==> config.mk <==
export PLATFORM = sky130hd
export DESIGN_NAME = eppp_port
export DESIGN_NICKNAME = d
export VERILOG_FILES = /design/src/hw/eppp_pkg.sv /design/src/hw/eppp_fifo_if.sv /design/src/hw/eppp_fifo.sv /design/src/hw/eppp_port.sv /design/src/hw/eppp_sync.sv
export SDC_FILE = /design/constraint.sdc
export NUM_CORES = 1
export LEC_CHECK = 0
export BUFFER_PORTS_ARGS = -buffer_cell sky130_fd_sc_hd__buf_2
export CELL_PAD_IN_SITES_DETAIL_PLACEMENT = 0
export CELL_PAD_IN_SITES_GLOBAL_PLACEMENT = 2
export CORE_MARGIN = 3
export CORE_UTILIZATION = 40
export DETAILED_ROUTE_END_ITERATION = 10
export PLACE_DENSITY = 0.78
export SETUP_SLACK_MARGIN = 0.5
export SYNTH_ARGS = -nofsm -noshare
export SYNTH_HDL_FRONTEND = slang
export SYNTH_SLANG_ARGS = --single-unit
==> constraint.sdc <==
create_clock -name clock -period 10 [get_ports clock]
set_clock_uncertainty 0.15 [all_clocks]
set_input_delay 1 -clock clock [delete_from_list [all_inputs] [get_ports clock]]
set_output_delay 1 -clock clock [all_outputs]
set_load 0.01 [all_outputs]
==> src/hw/eppp_pkg.sv <==
// Shared constants for the multi-mode parallel port
package eppp_pkg;
	// Register offsets from the port base address
	localparam logic [10:0] OFF_DATA = 11'h000;
	localparam logic [10:0] OFF_DSR = 11'h001;
	localparam logic [10:0] OFF_DCR = 11'h002;
	localparam logic [10:0] OFF_EPPA = 11'h003;
	localparam logic [10:0] OFF_EPPD = 11'h004;
	localparam logic [10:0] OFF_FIFO = 11'h400;
	localparam logic [10:0] OFF_CFGB = 11'h401;
	localparam logic [10:0] OFF_ECR = 11'h402;
	// Extended control mode field values
	localparam logic [2:0] MODE_SPP = 3'h0;
	localparam logic [2:0] MODE_PS2 = 3'h1;
	localparam logic [2:0] MODE_COMPAT_DATA_FIFO = 3'h2;
	localparam logic [2:0] MODE_ECP = 3'h3;
	localparam logic [2:0] MODE_EPP = 3'h4;
	localparam logic [2:0] MODE_TEST = 3'h6;
	localparam logic [2:0] MODE_CFG = 3'h7;
	// Control register bit positions
	localparam int DCR_STB = 0;
	localparam int DCR_AFD = 1;
	localparam int DCR_INIT = 2;
	localparam int DCR_SLIN = 3;
	localparam int DCR_ACKEN = 4;
	localparam int DCR_DIR = 5;
	// Values after reset
	localparam logic [7:0] DCR_RST = 8'h04;
	localparam logic [2:0] MODE_RST = 3'h0;
	localparam logic [2:0] ECR_CTL_RST = 3'h0;
	localparam logic [7:0] CFGA_VAL = 8'h10;
	// Synchroniser start value: enable and host strobes at their idle high
	localparam logic [35:0] SYNC_RST = 36'h001e00000;
	// Watchdog: 10 us at the 200 MHz clock
	localparam int CLK_MHZ = 200;
	localparam int EPP_TMO_US = 10;
	localparam int EPP_TMO_CYC = EPP_TMO_US * CLK_MHZ;
	localparam int TMO_W = 12;
	// Shared FIFO shape
	localparam int FIFO_DEPTH = 16;
	localparam int FIFO_WIDTH = 9;
endpackage

==> src/hw/eppp_fifo_if.sv <==
// Push and pop signals of the shared transfer FIFO
`timescale 1ns/1ps
interface eppp_fifo_if #(
	parameter int W = 9,
	parameter int D = 16
);
	logic push_valid;
	logic push_ready;
	logic [W-1:0] push_data;
	logic pop_valid;
	logic pop_ready;
	logic [W-1:0] pop_data;
	logic [$clog2(D+1)-1:0] level;
	modport store (input push_valid, push_data, pop_ready,
		output push_ready, pop_valid, pop_data, level);
	modport user (output push_valid, push_data, pop_ready,
		input push_ready, pop_valid, pop_data, level);
endinterface

==> src/hw/eppp_fifo.sv <==
// Shared byte FIFO with tag bit; depth must be a power of two
`timescale 1ns/1ps
module eppp_fifo #(
	parameter int WIDTH = 9,
	parameter int DEPTH = 16
) (
	input wire logic clock,
	input wire logic nrst,
	eppp_fifo_if.store q
);
	localparam int AW = $clog2(DEPTH);
	logic [WIDTH-1:0] mem_q [DEPTH];
	logic [AW-1:0] wp_q;
	logic [AW-1:0] rp_q;
	logic [AW:0] cnt_q;
	wire push = q.push_valid & q.push_ready;
	wire pop = q.pop_valid & q.pop_ready;

	// Honest flags straight from the occupancy count
	assign q.push_ready = cnt_q != (AW+1)'(DEPTH);
	assign q.pop_valid = cnt_q != '0;
	assign q.pop_data = mem_q[rp_q];
	assign q.level = cnt_q;

	// Storage has no reset so it maps onto plain RAM
	always_ff @(posedge clock) begin
		if (push) begin
			mem_q[wp_q] <= q.push_data;
		end
	end

	// Pointers wrap naturally at the power-of-two depth
	always_ff @(posedge clock or negedge nrst) begin
		if (!nrst) begin
			wp_q <= '0;
			rp_q <= '0;
			cnt_q <= '0;
		end else begin
			wp_q <= wp_q + AW'(push);
			rp_q <= rp_q + AW'(pop);
			cnt_q <= cnt_q + (AW+1)'(push) - (AW+1)'(pop);
		end
	end
endmodule

==> src/hw/eppp_port.sv <==
// Multi-mode parallel port: EPP 1.7 cycles, ECP FIFO paths, RLE expansion
`timescale 1ns/1ps
module eppp_port (
	input wire logic clock,
	input wire logic nrst,
	input wire logic [10:0] host_addr,
	input wire logic host_aen,
	input wire logic host_rd_n,
	input wire logic host_wr_n,
	input wire logic dma_ack_n,
	input wire logic [7:0] host_data_in,
	output logic [7:0] host_data_out,
	output logic host_data_oe,
	output logic host_ready,
	output logic dma_req,
	input wire logic [2:0] cfg_irq_sel,
	input wire logic [2:0] cfg_dma_sel,
	input wire logic [7:0] peripheral_data_in,
	output logic [7:0] peripheral_data_out,
	output logic peripheral_data_oe,
	output logic port_direction_out,
	output logic write_indicator_out,
	output logic data_strobe_out,
	output logic address_strobe_out,
	output logic peripheral_reset_out,
	input wire logic peripheral_wait_in,
	input wire logic peripheral_interrupt_in,
	input wire logic paper_end_in,
	input wire logic select_in,
	input wire logic fault_n_in,
	output logic irq_out
);
	import eppp_pkg::*;

	typedef enum logic [1:0] {E_IDLE, E_ACT, E_ABORT} eppp_epp_t;
	typedef enum logic [1:0] {F_IDLE, F_SETUP, F_STB, F_WAIT} eppp_fwd_t;
	typedef enum logic [1:0] {R_IDLE, R_PUSH, R_ACK} eppp_rev_t;

	logic [35:0] syn;
	eppp_epp_t st_q;
	eppp_fwd_t fs_q;
	eppp_rev_t rs_q;
	logic [7:0] dcr_q, data_q, ewbyte_q, fbyte_q, rbyte_q, hbyte_q;
	logic [2:0] mode_q, ecr_ctl_q;
	logic [TMO_W-1:0] tcnt_q;
	logic [6:0] rle_q, rep_q;
	logic tmo_q, rd_q, wr_q, is_rd_q, use_addr_q, ftag_q, hcmd_q;
	logic rle_pend_q, hwr_pend_q;
	logic [7:0] hdo_q, pdo_q;
	logic hdoe_q, rdy_q, dreq_q, pdoe_q, dir_q, wri_q, dstb_q, astb_q;
	logic prst_q, irq_q;

	eppp_fifo_if #(.W(FIFO_WIDTH), .D(FIFO_DEPTH)) fq ();

	// Every pin input except cfg_irq_sel and cfg_dma_sel crosses two flops before any logic sees it; strobes
	// start idle so the edge detect sees no false access after reset
	eppp_sync #(.W(36), .RST(SYNC_RST)) u_sync (
		.clock(clock),
		.nrst(nrst),
		.d({host_addr, host_aen, host_rd_n, host_wr_n, dma_ack_n,
			host_data_in, peripheral_data_in, peripheral_wait_in,
			peripheral_interrupt_in, paper_end_in, select_in, fault_n_in}),
		.q(syn)
	);

	// One byte store behind every FIFO register
	eppp_fifo #(.WIDTH(FIFO_WIDTH), .DEPTH(FIFO_DEPTH)) u_fifo (
		.clock(clock),
		.nrst(nrst),
		.q(fq)
	);

	// Synchronised pin fields
	wire [10:0] addr_s = syn[35:25];
	wire aen_s = syn[24];
	wire rdn_s = syn[23];
	wire wrn_s = syn[22];
	wire dackn_s = syn[21];
	wire [7:0] hdat_s = syn[20:13];
	wire [7:0] pdat_s = syn[12:5];
	wire wait_s = syn[4];
	wire peripheral_interrupt_in_s = syn[3];
	wire pe_s = syn[2];
	wire slct_s = syn[1];
	wire fltn_s = syn[0];

	// Host strobes and their leading edges; DMA acknowledge counts too
	wire cyc_rd = ~rdn_s & (~aen_s | ~dackn_s);
	wire cyc_wr = ~wrn_s & (~aen_s | ~dackn_s);
	wire host_acc = cyc_rd | cyc_wr;
	wire rd_go = cyc_rd & ~rd_q;
	wire wr_go = cyc_wr & ~wr_q;

	// Address decode; status and control ignore the mode field
	wire hit_000 = ~aen_s & (addr_s == OFF_DATA);
	wire hit_dsr = ~aen_s & (addr_s == OFF_DSR);
	wire hit_dcr = ~aen_s & (addr_s == OFF_DCR);
	wire hit_400 = ~aen_s & (addr_s == OFF_FIFO);
	wire hit_401 = ~aen_s & (addr_s == OFF_CFGB);
	wire hit_ecr = ~aen_s & (addr_s == OFF_ECR);
	wire hit_eppa = ~aen_s & (addr_s == OFF_EPPA);
	wire hit_eppd = ~aen_s & (addr_s[10:2] == OFF_EPPD[10:2]);
	wire cfg_mode = mode_q == MODE_CFG;
	wire epp_mode = mode_q == MODE_EPP;
	wire fifo_mode = (mode_q == MODE_COMPAT_DATA_FIFO) | (mode_q == MODE_ECP) |
		(mode_q == MODE_TEST);
	wire hit_fifo = fifo_mode & (hit_400 | ~dackn_s |
		(hit_000 & mode_q == MODE_ECP));
	wire hit_cmd = hit_000 & dackn_s & (mode_q == MODE_ECP);
	wire hit_dat = hit_000 & (mode_q == MODE_SPP | mode_q == MODE_PS2 |
		epp_mode);
	wire epp_hit = epp_mode & (hit_eppa | hit_eppd);
	wire any_hit = hit_000 | hit_dsr | hit_dcr | hit_fifo | hit_ecr |
		epp_hit | (cfg_mode & (hit_400 | hit_401));

	// Engine enables; forward and reverse follow the direction bit
	wire fwd_en = (mode_q == MODE_COMPAT_DATA_FIFO | mode_q == MODE_ECP) &
		~dcr_q[DCR_DIR];
	wire rev_en = (mode_q == MODE_ECP) & dcr_q[DCR_DIR];
	wire epp_act = st_q == E_ACT;
	wire epp_go = epp_hit & (rd_go | wr_go) & (st_q == E_IDLE);
	wire tmo_hit = epp_act & (tcnt_q == TMO_W'(EPP_TMO_CYC - 1));

	// FIFO steering: reverse engine or host fills, forward engine or host drains
	wire fwd_pop = (fs_q == F_IDLE) & ~wait_s;
	assign fq.push_valid = rev_en ? (rs_q == R_PUSH) : hwr_pend_q;
	assign fq.push_data = rev_en ? {1'b0, rbyte_q} : {hcmd_q, hbyte_q};
	assign fq.pop_ready = fwd_en ? fwd_pop : (rd_go & hit_fifo);

	// Readback values; no compression, so bit 7 of config B is zero
	wire [7:0] dsr_v = {~wait_s, peripheral_interrupt_in_s, pe_s, slct_s, fltn_s, 2'b00, tmo_q};
	wire [7:0] cfgb_v = {1'b0, peripheral_interrupt_in_s, cfg_irq_sel, cfg_dma_sel};
	wire [7:0] ecr_v = {mode_q, ecr_ctl_q, ~fq.push_ready, ~fq.pop_valid};
	wire [7:0] fifo_v = fq.pop_valid ? fq.pop_data[7:0] : 8'h00;
	wire [7:0] rd_mux = hit_fifo ? fifo_v :
		(cfg_mode & hit_400) ? CFGA_VAL :
		(cfg_mode & hit_401) ? cfgb_v :
		hit_ecr ? ecr_v :
		hit_dsr ? dsr_v :
		hit_dcr ? dcr_q :
		hit_000 ? (dcr_q[DCR_DIR] ? pdat_s : data_q) : 8'h00;

	// Pin values before their output flops
	wire fstb = ~(fs_q == F_STB);
	wire [7:0] pdo_d = epp_act ? ewbyte_q : fwd_en ? fbyte_q : data_q;
	wire dir_d = dcr_q[DCR_DIR] | (epp_act & is_rd_q) | rev_en;
	wire wri_d = ((mode_q == MODE_COMPAT_DATA_FIFO | mode_q == MODE_ECP) & ~dcr_q[DCR_DIR])
		? fstb : ~((epp_act & ~is_rd_q) | dcr_q[DCR_STB]);
	wire dstb_d = epp_act ? use_addr_q :
		(mode_q == MODE_ECP) ? (rev_en ? (rs_q == R_ACK) : ~ftag_q) :
		~dcr_q[DCR_AFD];
	wire astb_d = epp_act ? ~use_addr_q : ~dcr_q[DCR_SLIN];
	wire rdy_d = ~(epp_act & ~wait_s) & ~hwr_pend_q;
	wire dreq_d = ecr_ctl_q[1] & (fwd_en ? fq.push_ready :
		rev_en & fq.pop_valid);

	// Host strobe history and register writes
	always_ff @(posedge clock or negedge nrst) begin
		if (!nrst) begin
			rd_q <= 1'b0;
			wr_q <= 1'b0;
			dcr_q <= DCR_RST;
			data_q <= 8'h00;
			mode_q <= MODE_RST;
			ecr_ctl_q <= ECR_CTL_RST;
		end else begin
			rd_q <= cyc_rd;
			wr_q <= cyc_wr;
			if (wr_go & hit_dcr) begin
				dcr_q <= {2'b00, hdat_s[5:0]};
			end
			if (wr_go & hit_dat) begin
				data_q <= hdat_s;
			end
			if (wr_go & hit_ecr) begin
				mode_q <= hdat_s[7:5];
				ecr_ctl_q <= hdat_s[4:2];
			end
		end
	end

	// Host FIFO writes wait here; ready stays low until space appears
	always_ff @(posedge clock or negedge nrst) begin
		if (!nrst) begin
			hwr_pend_q <= 1'b0;
			hbyte_q <= 8'h00;
			hcmd_q <= 1'b0;
		end else if (wr_go & hit_fifo & ~rev_en & ~hwr_pend_q) begin
			hwr_pend_q <= 1'b1;
			hbyte_q <= hdat_s;
			hcmd_q <= hit_cmd;
		end else if (~rev_en & fq.push_ready) begin
			hwr_pend_q <= 1'b0;
		end
	end

	// EPP 1.7 cycle: strobe follows the host strobe, watchdog ends stalls
	always_ff @(posedge clock or negedge nrst) begin
		if (!nrst) begin
			st_q <= E_IDLE;
			tcnt_q <= '0;
			is_rd_q <= 1'b0;
			use_addr_q <= 1'b0;
			ewbyte_q <= 8'h00;
		end else begin
			unique case (st_q)
				E_IDLE: begin
					if (epp_go) begin
						st_q <= E_ACT;
						tcnt_q <= '0;
						is_rd_q <= rd_go;
						use_addr_q <= hit_eppa;
						ewbyte_q <= hdat_s;
					end
				end
				E_ACT: begin
					tcnt_q <= tcnt_q + 1'b1;
					if (!host_acc) begin
						st_q <= E_IDLE;
					end else if (tmo_hit) begin
						st_q <= E_ABORT;
					end
				end
				E_ABORT: begin
					if (!host_acc) begin
						st_q <= E_IDLE;
					end
				end
			endcase
		end
	end

	// Timeout flag: reading status clears it, a new timeout wins
	always_ff @(posedge clock or negedge nrst) begin
		if (!nrst) begin
			tmo_q <= 1'b0;
		end else if (tmo_hit) begin
			tmo_q <= 1'b1;
		end else if (rd_go & hit_dsr) begin
			tmo_q <= 1'b0;
		end
	end

	// Forward drain: interlocked strobe against busy
	always_ff @(posedge clock or negedge nrst) begin
		if (!nrst) begin
			fs_q <= F_IDLE;
			fbyte_q <= 8'h00;
			ftag_q <= 1'b0;
		end else begin
			unique case (fs_q)
				F_IDLE: begin
					if (fwd_en & fq.pop_valid & fwd_pop) begin
						fbyte_q <= fq.pop_data[7:0];
						ftag_q <= fq.pop_data[8];
						fs_q <= F_SETUP;
					end
				end
				F_SETUP: fs_q <= F_STB;
				F_STB: begin
					if (wait_s) begin
						fs_q <= F_WAIT;
					end
				end
				F_WAIT: begin
					if (!wait_s) begin
						fs_q <= F_IDLE;
					end
				end
			endcase
		end
	end

	// Reverse fill with run-length expansion; count 0..127 repeats
	always_ff @(posedge clock or negedge nrst) begin
		if (!nrst) begin
			rs_q <= R_IDLE;
			rbyte_q <= 8'h00;
			rep_q <= 7'h00;
			rle_q <= 7'h00;
			rle_pend_q <= 1'b0;
		end else if (!rev_en) begin
			rs_q <= R_IDLE;
			rle_pend_q <= 1'b0;
		end else begin
			unique case (rs_q)
				R_IDLE: begin
					if (!peripheral_interrupt_in_s && !wait_s) begin
						if (!pdat_s[7]) begin
							rle_q <= pdat_s[6:0];
							rle_pend_q <= 1'b1;
						end
						rs_q <= R_ACK;
					end else if (!peripheral_interrupt_in_s) begin
						rbyte_q <= pdat_s;
						rep_q <= rle_pend_q ? rle_q : 7'h00;
						rle_pend_q <= 1'b0;
						rs_q <= R_PUSH;
					end
				end
				R_PUSH: begin
					if (fq.push_ready) begin
						if (rep_q == 7'h00) begin
							rs_q <= R_ACK;
						end else begin
							rep_q <= rep_q - 1'b1;
						end
					end
				end
				R_ACK: begin
					if (peripheral_interrupt_in_s) begin
						rs_q <= R_IDLE;
					end
				end
			endcase
		end
	end

	// Host read data: latched at the strobe edge, tracks bus in EPP reads
	always_ff @(posedge clock or negedge nrst) begin
		if (!nrst) begin
			hdo_q <= 8'h00;
			hdoe_q <= 1'b0;
		end else begin
			hdoe_q <= cyc_rd & any_hit;
			if (epp_act & is_rd_q) begin
				hdo_q <= pdat_s;
			end else if (rd_go) begin
				hdo_q <= rd_mux;
			end
		end
	end

	// Output flops; strobes idle high, bus released when direction is in
	always_ff @(posedge clock or negedge nrst) begin
		if (!nrst) begin
			pdo_q <= 8'h00;
			pdoe_q <= 1'b1;
			dir_q <= 1'b0;
			wri_q <= 1'b1;
			dstb_q <= 1'b1;
			astb_q <= 1'b1;
			rdy_q <= 1'b1;
			dreq_q <= 1'b0;
			prst_q <= DCR_RST[DCR_INIT];
			irq_q <= 1'b0;
		end else begin
			pdo_q <= pdo_d;
			pdoe_q <= ~dir_d;
			dir_q <= dir_d;
			wri_q <= wri_d;
			dstb_q <= dstb_d;
			astb_q <= astb_d;
			rdy_q <= rdy_d;
			dreq_q <= dreq_d;
			prst_q <= dcr_q[DCR_INIT];
			irq_q <= peripheral_interrupt_in_s & dcr_q[DCR_ACKEN];
		end
	end

	assign host_data_out = hdo_q;
	assign host_data_oe = hdoe_q;
	assign host_ready = rdy_q;
	assign dma_req = dreq_q;
	assign peripheral_data_out = pdo_q;
	assign peripheral_data_oe = pdoe_q;
	assign port_direction_out = dir_q;
	assign write_indicator_out = wri_q;
	assign data_strobe_out = dstb_q;
	assign address_strobe_out = astb_q;
	assign peripheral_reset_out = prst_q;
	assign irq_out = irq_q;
endmodule

==> src/hw/eppp_sync.sv <==
// Two-stage synchroniser for a vector of pin inputs
`timescale 1ns/1ps
module eppp_sync #(
	parameter int W = 8,
	parameter logic [W-1:0] RST = '0
) (
	input wire logic clock,
	input wire logic nrst,
	input wire logic [W-1:0] d,
	output logic [W-1:0] q
);
	logic [W-1:0] meta_q;

	// First stage feeds only the second
	always_ff @(posedge clock or negedge nrst) begin
		if (!nrst) begin
			meta_q <= RST;
			q <= RST;
		end else begin
			meta_q <= d;
			q <= meta_q;
		end
	end
endmodule

==> out/summary.log <==
qor: hold_path.hold_path.startpoint u_sync.meta_q[26]
qor: setup_path.worstSetupEndpointType register
qor: floorplanning.placementRows 68
qor: setup_path.crit_path_max_incr_delay 1.09 ns
qor: yosys.dominantRegCellSynth dfrtp_1
qor: setup_path.path_delay_family simple AND/OR/NAND/NOR gates
qor: setup_path.critical-path-slowest-cell nor3b_1
qor: global_route.grt_max_degree 133
qor: timing.timing.max_slew.rel_slack 13.28%
qor: global_route.grt_pass1_wl 52,700 um
qor: detailed_routing.vias 8,341
qor: power.sw_frac_of_total 23.24%
qor: setup_path.worst_reg2reg_startpoint dcr_q[5]
qor: setup_path.timing.critical_path.required 9.99 ns
qor: timing.rsz0062_at_grt false
qor: setup_path.rr_worst_depth 4
qor: cts.ctsRootBufferMaster clkbuf_16
qor: timing.post-route-period-util 38.50%
qor: power.ir_drop 0.0001291 V
qor: finish.num-nets-final 1,135
qor: cts.post_cts_hold_buffer_count 0
qor: timing.worst_slew_pin_slew 1.291 ns
qor: hold_path.hold_path_class reg2reg
qor: yosys.synthesis.nets 1,060
qor: setup_path.crit_buf_inv 0
qor: timing.final_hold_viol_count 0
qor: setup_path.cp-start-kind register
qor: power.power_switching 0.7479 mW
qor: timing.timing_max_transition_violations_final 0
qor: yosys.synthesis.area 14,250 sq um
qor: finish.final.fill_count 3,006
qor: cts.cts_tree done
qor: cts.cts_post_setup_buffers_inserted 0
qor: cts.postCtsResizedCells 0
qor: setup_path.critPathMaxFanout 16
qor: setup_path.worstPathArrival 3.84 ns
qor: detailed_routing.detail_route.drc_violations 0
qor: cts.tritoncts_num_sinks 348
qor: power.clock_power_share 44.2%
qor: power.power_frac_comb 7.1%
qor: global_route.grt_resource_usage_total 18.26%
qor: detailed_routing.finalWirelength 34,560 um
qor: floorplanning.die-width 194.8 um
qor: finish.final_core_utilization 46.90%
qor: floorplanning.core_region_area 34,800 sq um
qor: detailed_routing.final_antenna_net_count 0
qor: detailed_routing.post_drt_wl_per_cell 22.25 um
qor: yosys.syn-instance-count 993
qor: cts.cts_buffers 39
qor: global_route.first_global_vias 8,518
qor: yosys.synth_cell_types 76
qor: setup_path.reg2reg_slack 6.15 ns
qor: timing.finalWorstPathRequiredPeriod 3.850 ns
qor: floorplanning.initial_utilization 40.96%
qor: yosys.synth.yosys.seq_area_share 66.29%
qor: power.power.leakage 6.859 nW
qor: setup_path.worstReg2RegEnd u_fifo.mem_q[0][2]
qor: yosys.ys.warnings.count 0
qor: setup_path.worstPathCellList nand2_1, mux2i_1, nor4_1, nor3b_1
qor: floorplanning.io-pin-count 70
qor: floorplanning.die_y 194.8 um
qor: cts.reg_clk_slew_reported_paths 0.06 ns
qor: detailed_routing.first_pass_iters 5
qor: yosys.async_reset_ff_share 58.62%
qor: cts.cts_max_level 2
qor: power.pwr_density_cell 197.2 nW/um^2
qor: detailed_routing.route.detailed.vias_per_inst 5.371
qor: finish.layout-area-overhead-vs-synth 14.52%
qor: yosys.synth_enable_flop_cells 144
qor: setup_path.critical_path_cell_count 4
qor: yosys.synth_area_per_cell 14.35 sq um
qor: detailed_routing.drtIter0Drc 584
qor: power.power_report.internal_total 2.470 mW
qor: floorplanning.floorplan.die_area 37,930 sq um
qor: timing.max_freq 259.7 MHz
qor: global_route.initial_antenna_violation_count 0
qor: global_route.grt_overflow_total 0
qor: cts.cts_max_path_buffers 3
qor: finish.diode_count 0
qor: placement.place.gp.congestion 0.8551
qor: placement.buffer_ports.inserted 69
qor: setup_path.worst-setup-path-type reg2reg
qor: timing.setup_violating_endpoint_count_in_the_final_report 0
qor: outcome.outcome complete, no violations
qor: hold_path.worstHoldEndpoint u_sync.q[26]
qor: yosys.synthesized_flop_and_latch_total 348
qor: placement.dp_hpwl 23,620 um
qor: flow_run.max_cap_viol_count 0
qor: cts.insertion_delay 0.54 ns
qor: finish.final_layout_size_suffix_gt1_share 23.22%
qor: timing.final.setup.tns 0 ns
qor: power.power.share.sequential 48.7%
qor: hold_path.hold_depth 0
-- worst register-to-register path: cells and delay by family (launching register included) --
family,cells,cell delay (ns)
mux,1,0.27
simple gates,3,2.28
flops,1,0.75
-- worst max-delay path by stage --
stage	start	to	slack, ns
final	dcr_q[5]	u_fifo.mem_q[0][2]	6.15
after CTS	dcr_q[5]	u_fifo.mem_q[8][0]	6.17
after global routing	dcr_q[5]	u_fifo.mem_q[8][1]	5.89
after global placement	dcr_q[5]	u_fifo.mem_q[8][1]	6.37
after detailed placement	dcr_q[5]	u_fifo.mem_q[8][1]	6.12
after floorplan	u_fifo.q.level[3]	u_fifo.q.level[4]	6.73
-- routing by layer --
metal  global-route usage, %  routed length (um)  vias up
li1                        -                   -     3826
met1                   27.27               16490     4249
met2                   27.70               15640      213
met3                   3.640                1734       53
met4                   4.515                 687        0
met5                       0                   0        -
-- area by class of cell --
class | count | area, sq um | share of cell area, %
tap | 455 | 569.3 | 3.488
inverter | 29 | 108.9 | 0.6669
sequential | 348 | 9449 | 57.89
clock inverter | 22 | 230.2 | 1.411
multi-input combinational | 574 | 4502 | 27.58
timing repair buffer | 76 | 407.9 | 2.499
clock buffer | 49 | 1055 | 6.462
-- cells by family (layout without fill, tap and decap cells) --
group | count (synthesis) | in the layout | synth area share [%]
buffers and inverters | 71 | 176 | 2.159
flip-flops | 348 | 348 | 66.29
AO/OA/AOI/OAI | 160 | 160 | 7.761
adder cells (fa/ha/maj) | 23 | 23 | 2.072
AND/OR/NAND/NOR | 257 | 257 | 9.420
XOR/XNOR | 12 | 12 | 0.7375
multiplexers | 122 | 122 | 11.56
-- metrics by stage --
| step | setup WS, ns | cells | power, mW | hold slack, ns | area, sq um |
|---|---|---|---|---|---|
| floorplan | 6.726 | 993 | 1.732 | 0.1812 | 14250 |
| global placement | 6.370 | 1482 | 1.821 | 0.1842 | 15030 |
| detailed placement | 6.123 | 1482 | 1.824 | 0.1872 | 15030 |
| CTS | 6.168 | 1553 | 3.261 | 0.2006 | 16320 |
| global route | 5.892 | 1553 | 3.347 | 0.2040 | 16320 |
| finish | 6.150 | 1553 | 3.218 | 0.1990 | 16320 |
-- Yosys cell counts, drive strengths merged (7+ instances only) --
library cell  number  share of area, %
dfrtp            189                33
edfxtp           144                30
nand2            100               2.6
mux2              51               4.0
o21ai             45               1.6
nor2              44               1.2
mux2i             42               2.9
inv               29              0.76
mux4              29               4.6
a21oi             28              0.98
clkbuf            26              0.68
ha                22               1.9
nand3             21              0.77
buf               16              0.71
dfstp             15               2.8
nor3              13              0.68
a221oi            12              0.78
a22oi             12              0.63
nor2b             10              0.44
or3               10              0.54
a22o               9              0.55
and2               9              0.40
o22ai              9              0.40
xnor2              9              0.55
nand2b             8              0.35
a31oi              7              0.31
and3               7              0.31
-- layout by cell type, fill, tap and decap left out, types with 8 or more instances in the layout --
cell	netlist	final
a22oi_1	12	12
and2_1	9	9
nand3_1	20	20
nand2_1	100	100
buf_2	9	68
dfrtp_1	189	188
mux2i_1	42	42
dfstp_2	15	15
mux4_2	29	29
o21ai_0	44	44
a21oi_1	28	28
nand2b_1	8	8
nor3_1	9	8
mux2_2	51	51
nor2_1	43	43
edfxtp_1	144	144
a22o_1	9	9
xnor2_1	9	9
clkbuf_16	0	40
inv_1	29	29
o22ai_1	9	9
ha_1	22	22
nor2b_1	10	10
a221oi_1	11	11
-- flip-flops by register name (all words and copies together) (netlist names), 5 cells and up --
| signal | count |
|---|---|
| u_sync.meta_q | 36 |
| fbyte_q | 8 |
| u_fifo.q.level | 5 |
| ewbyte_q | 8 |
| rep_q | 7 |
| rbyte_q | 8 |
| host_data_out | 8 |
| u_sync.q | 36 |
| rle_q | 7 |
| dcr_q | 6 |
| u_fifo.mem_q | 144 |
| tcnt_q | 12 |
| data_q | 8 |
| peripheral_data_out | 8 |
| hbyte_q | 8 |
-- power by group through the flow --
stage,registers [mW],logic [mW],clock network [mW]
3_5_place_dp,1.59,0.230,0
3_3_place_gp,1.59,0.227,0
5_1_grt,1.57,0.256,1.52
2_1_floorplan,1.58,0.149,0
6_report,1.57,0.228,1.42
4_1_cts,1.57,0.231,1.46
(Power assumes the default switching activity.)
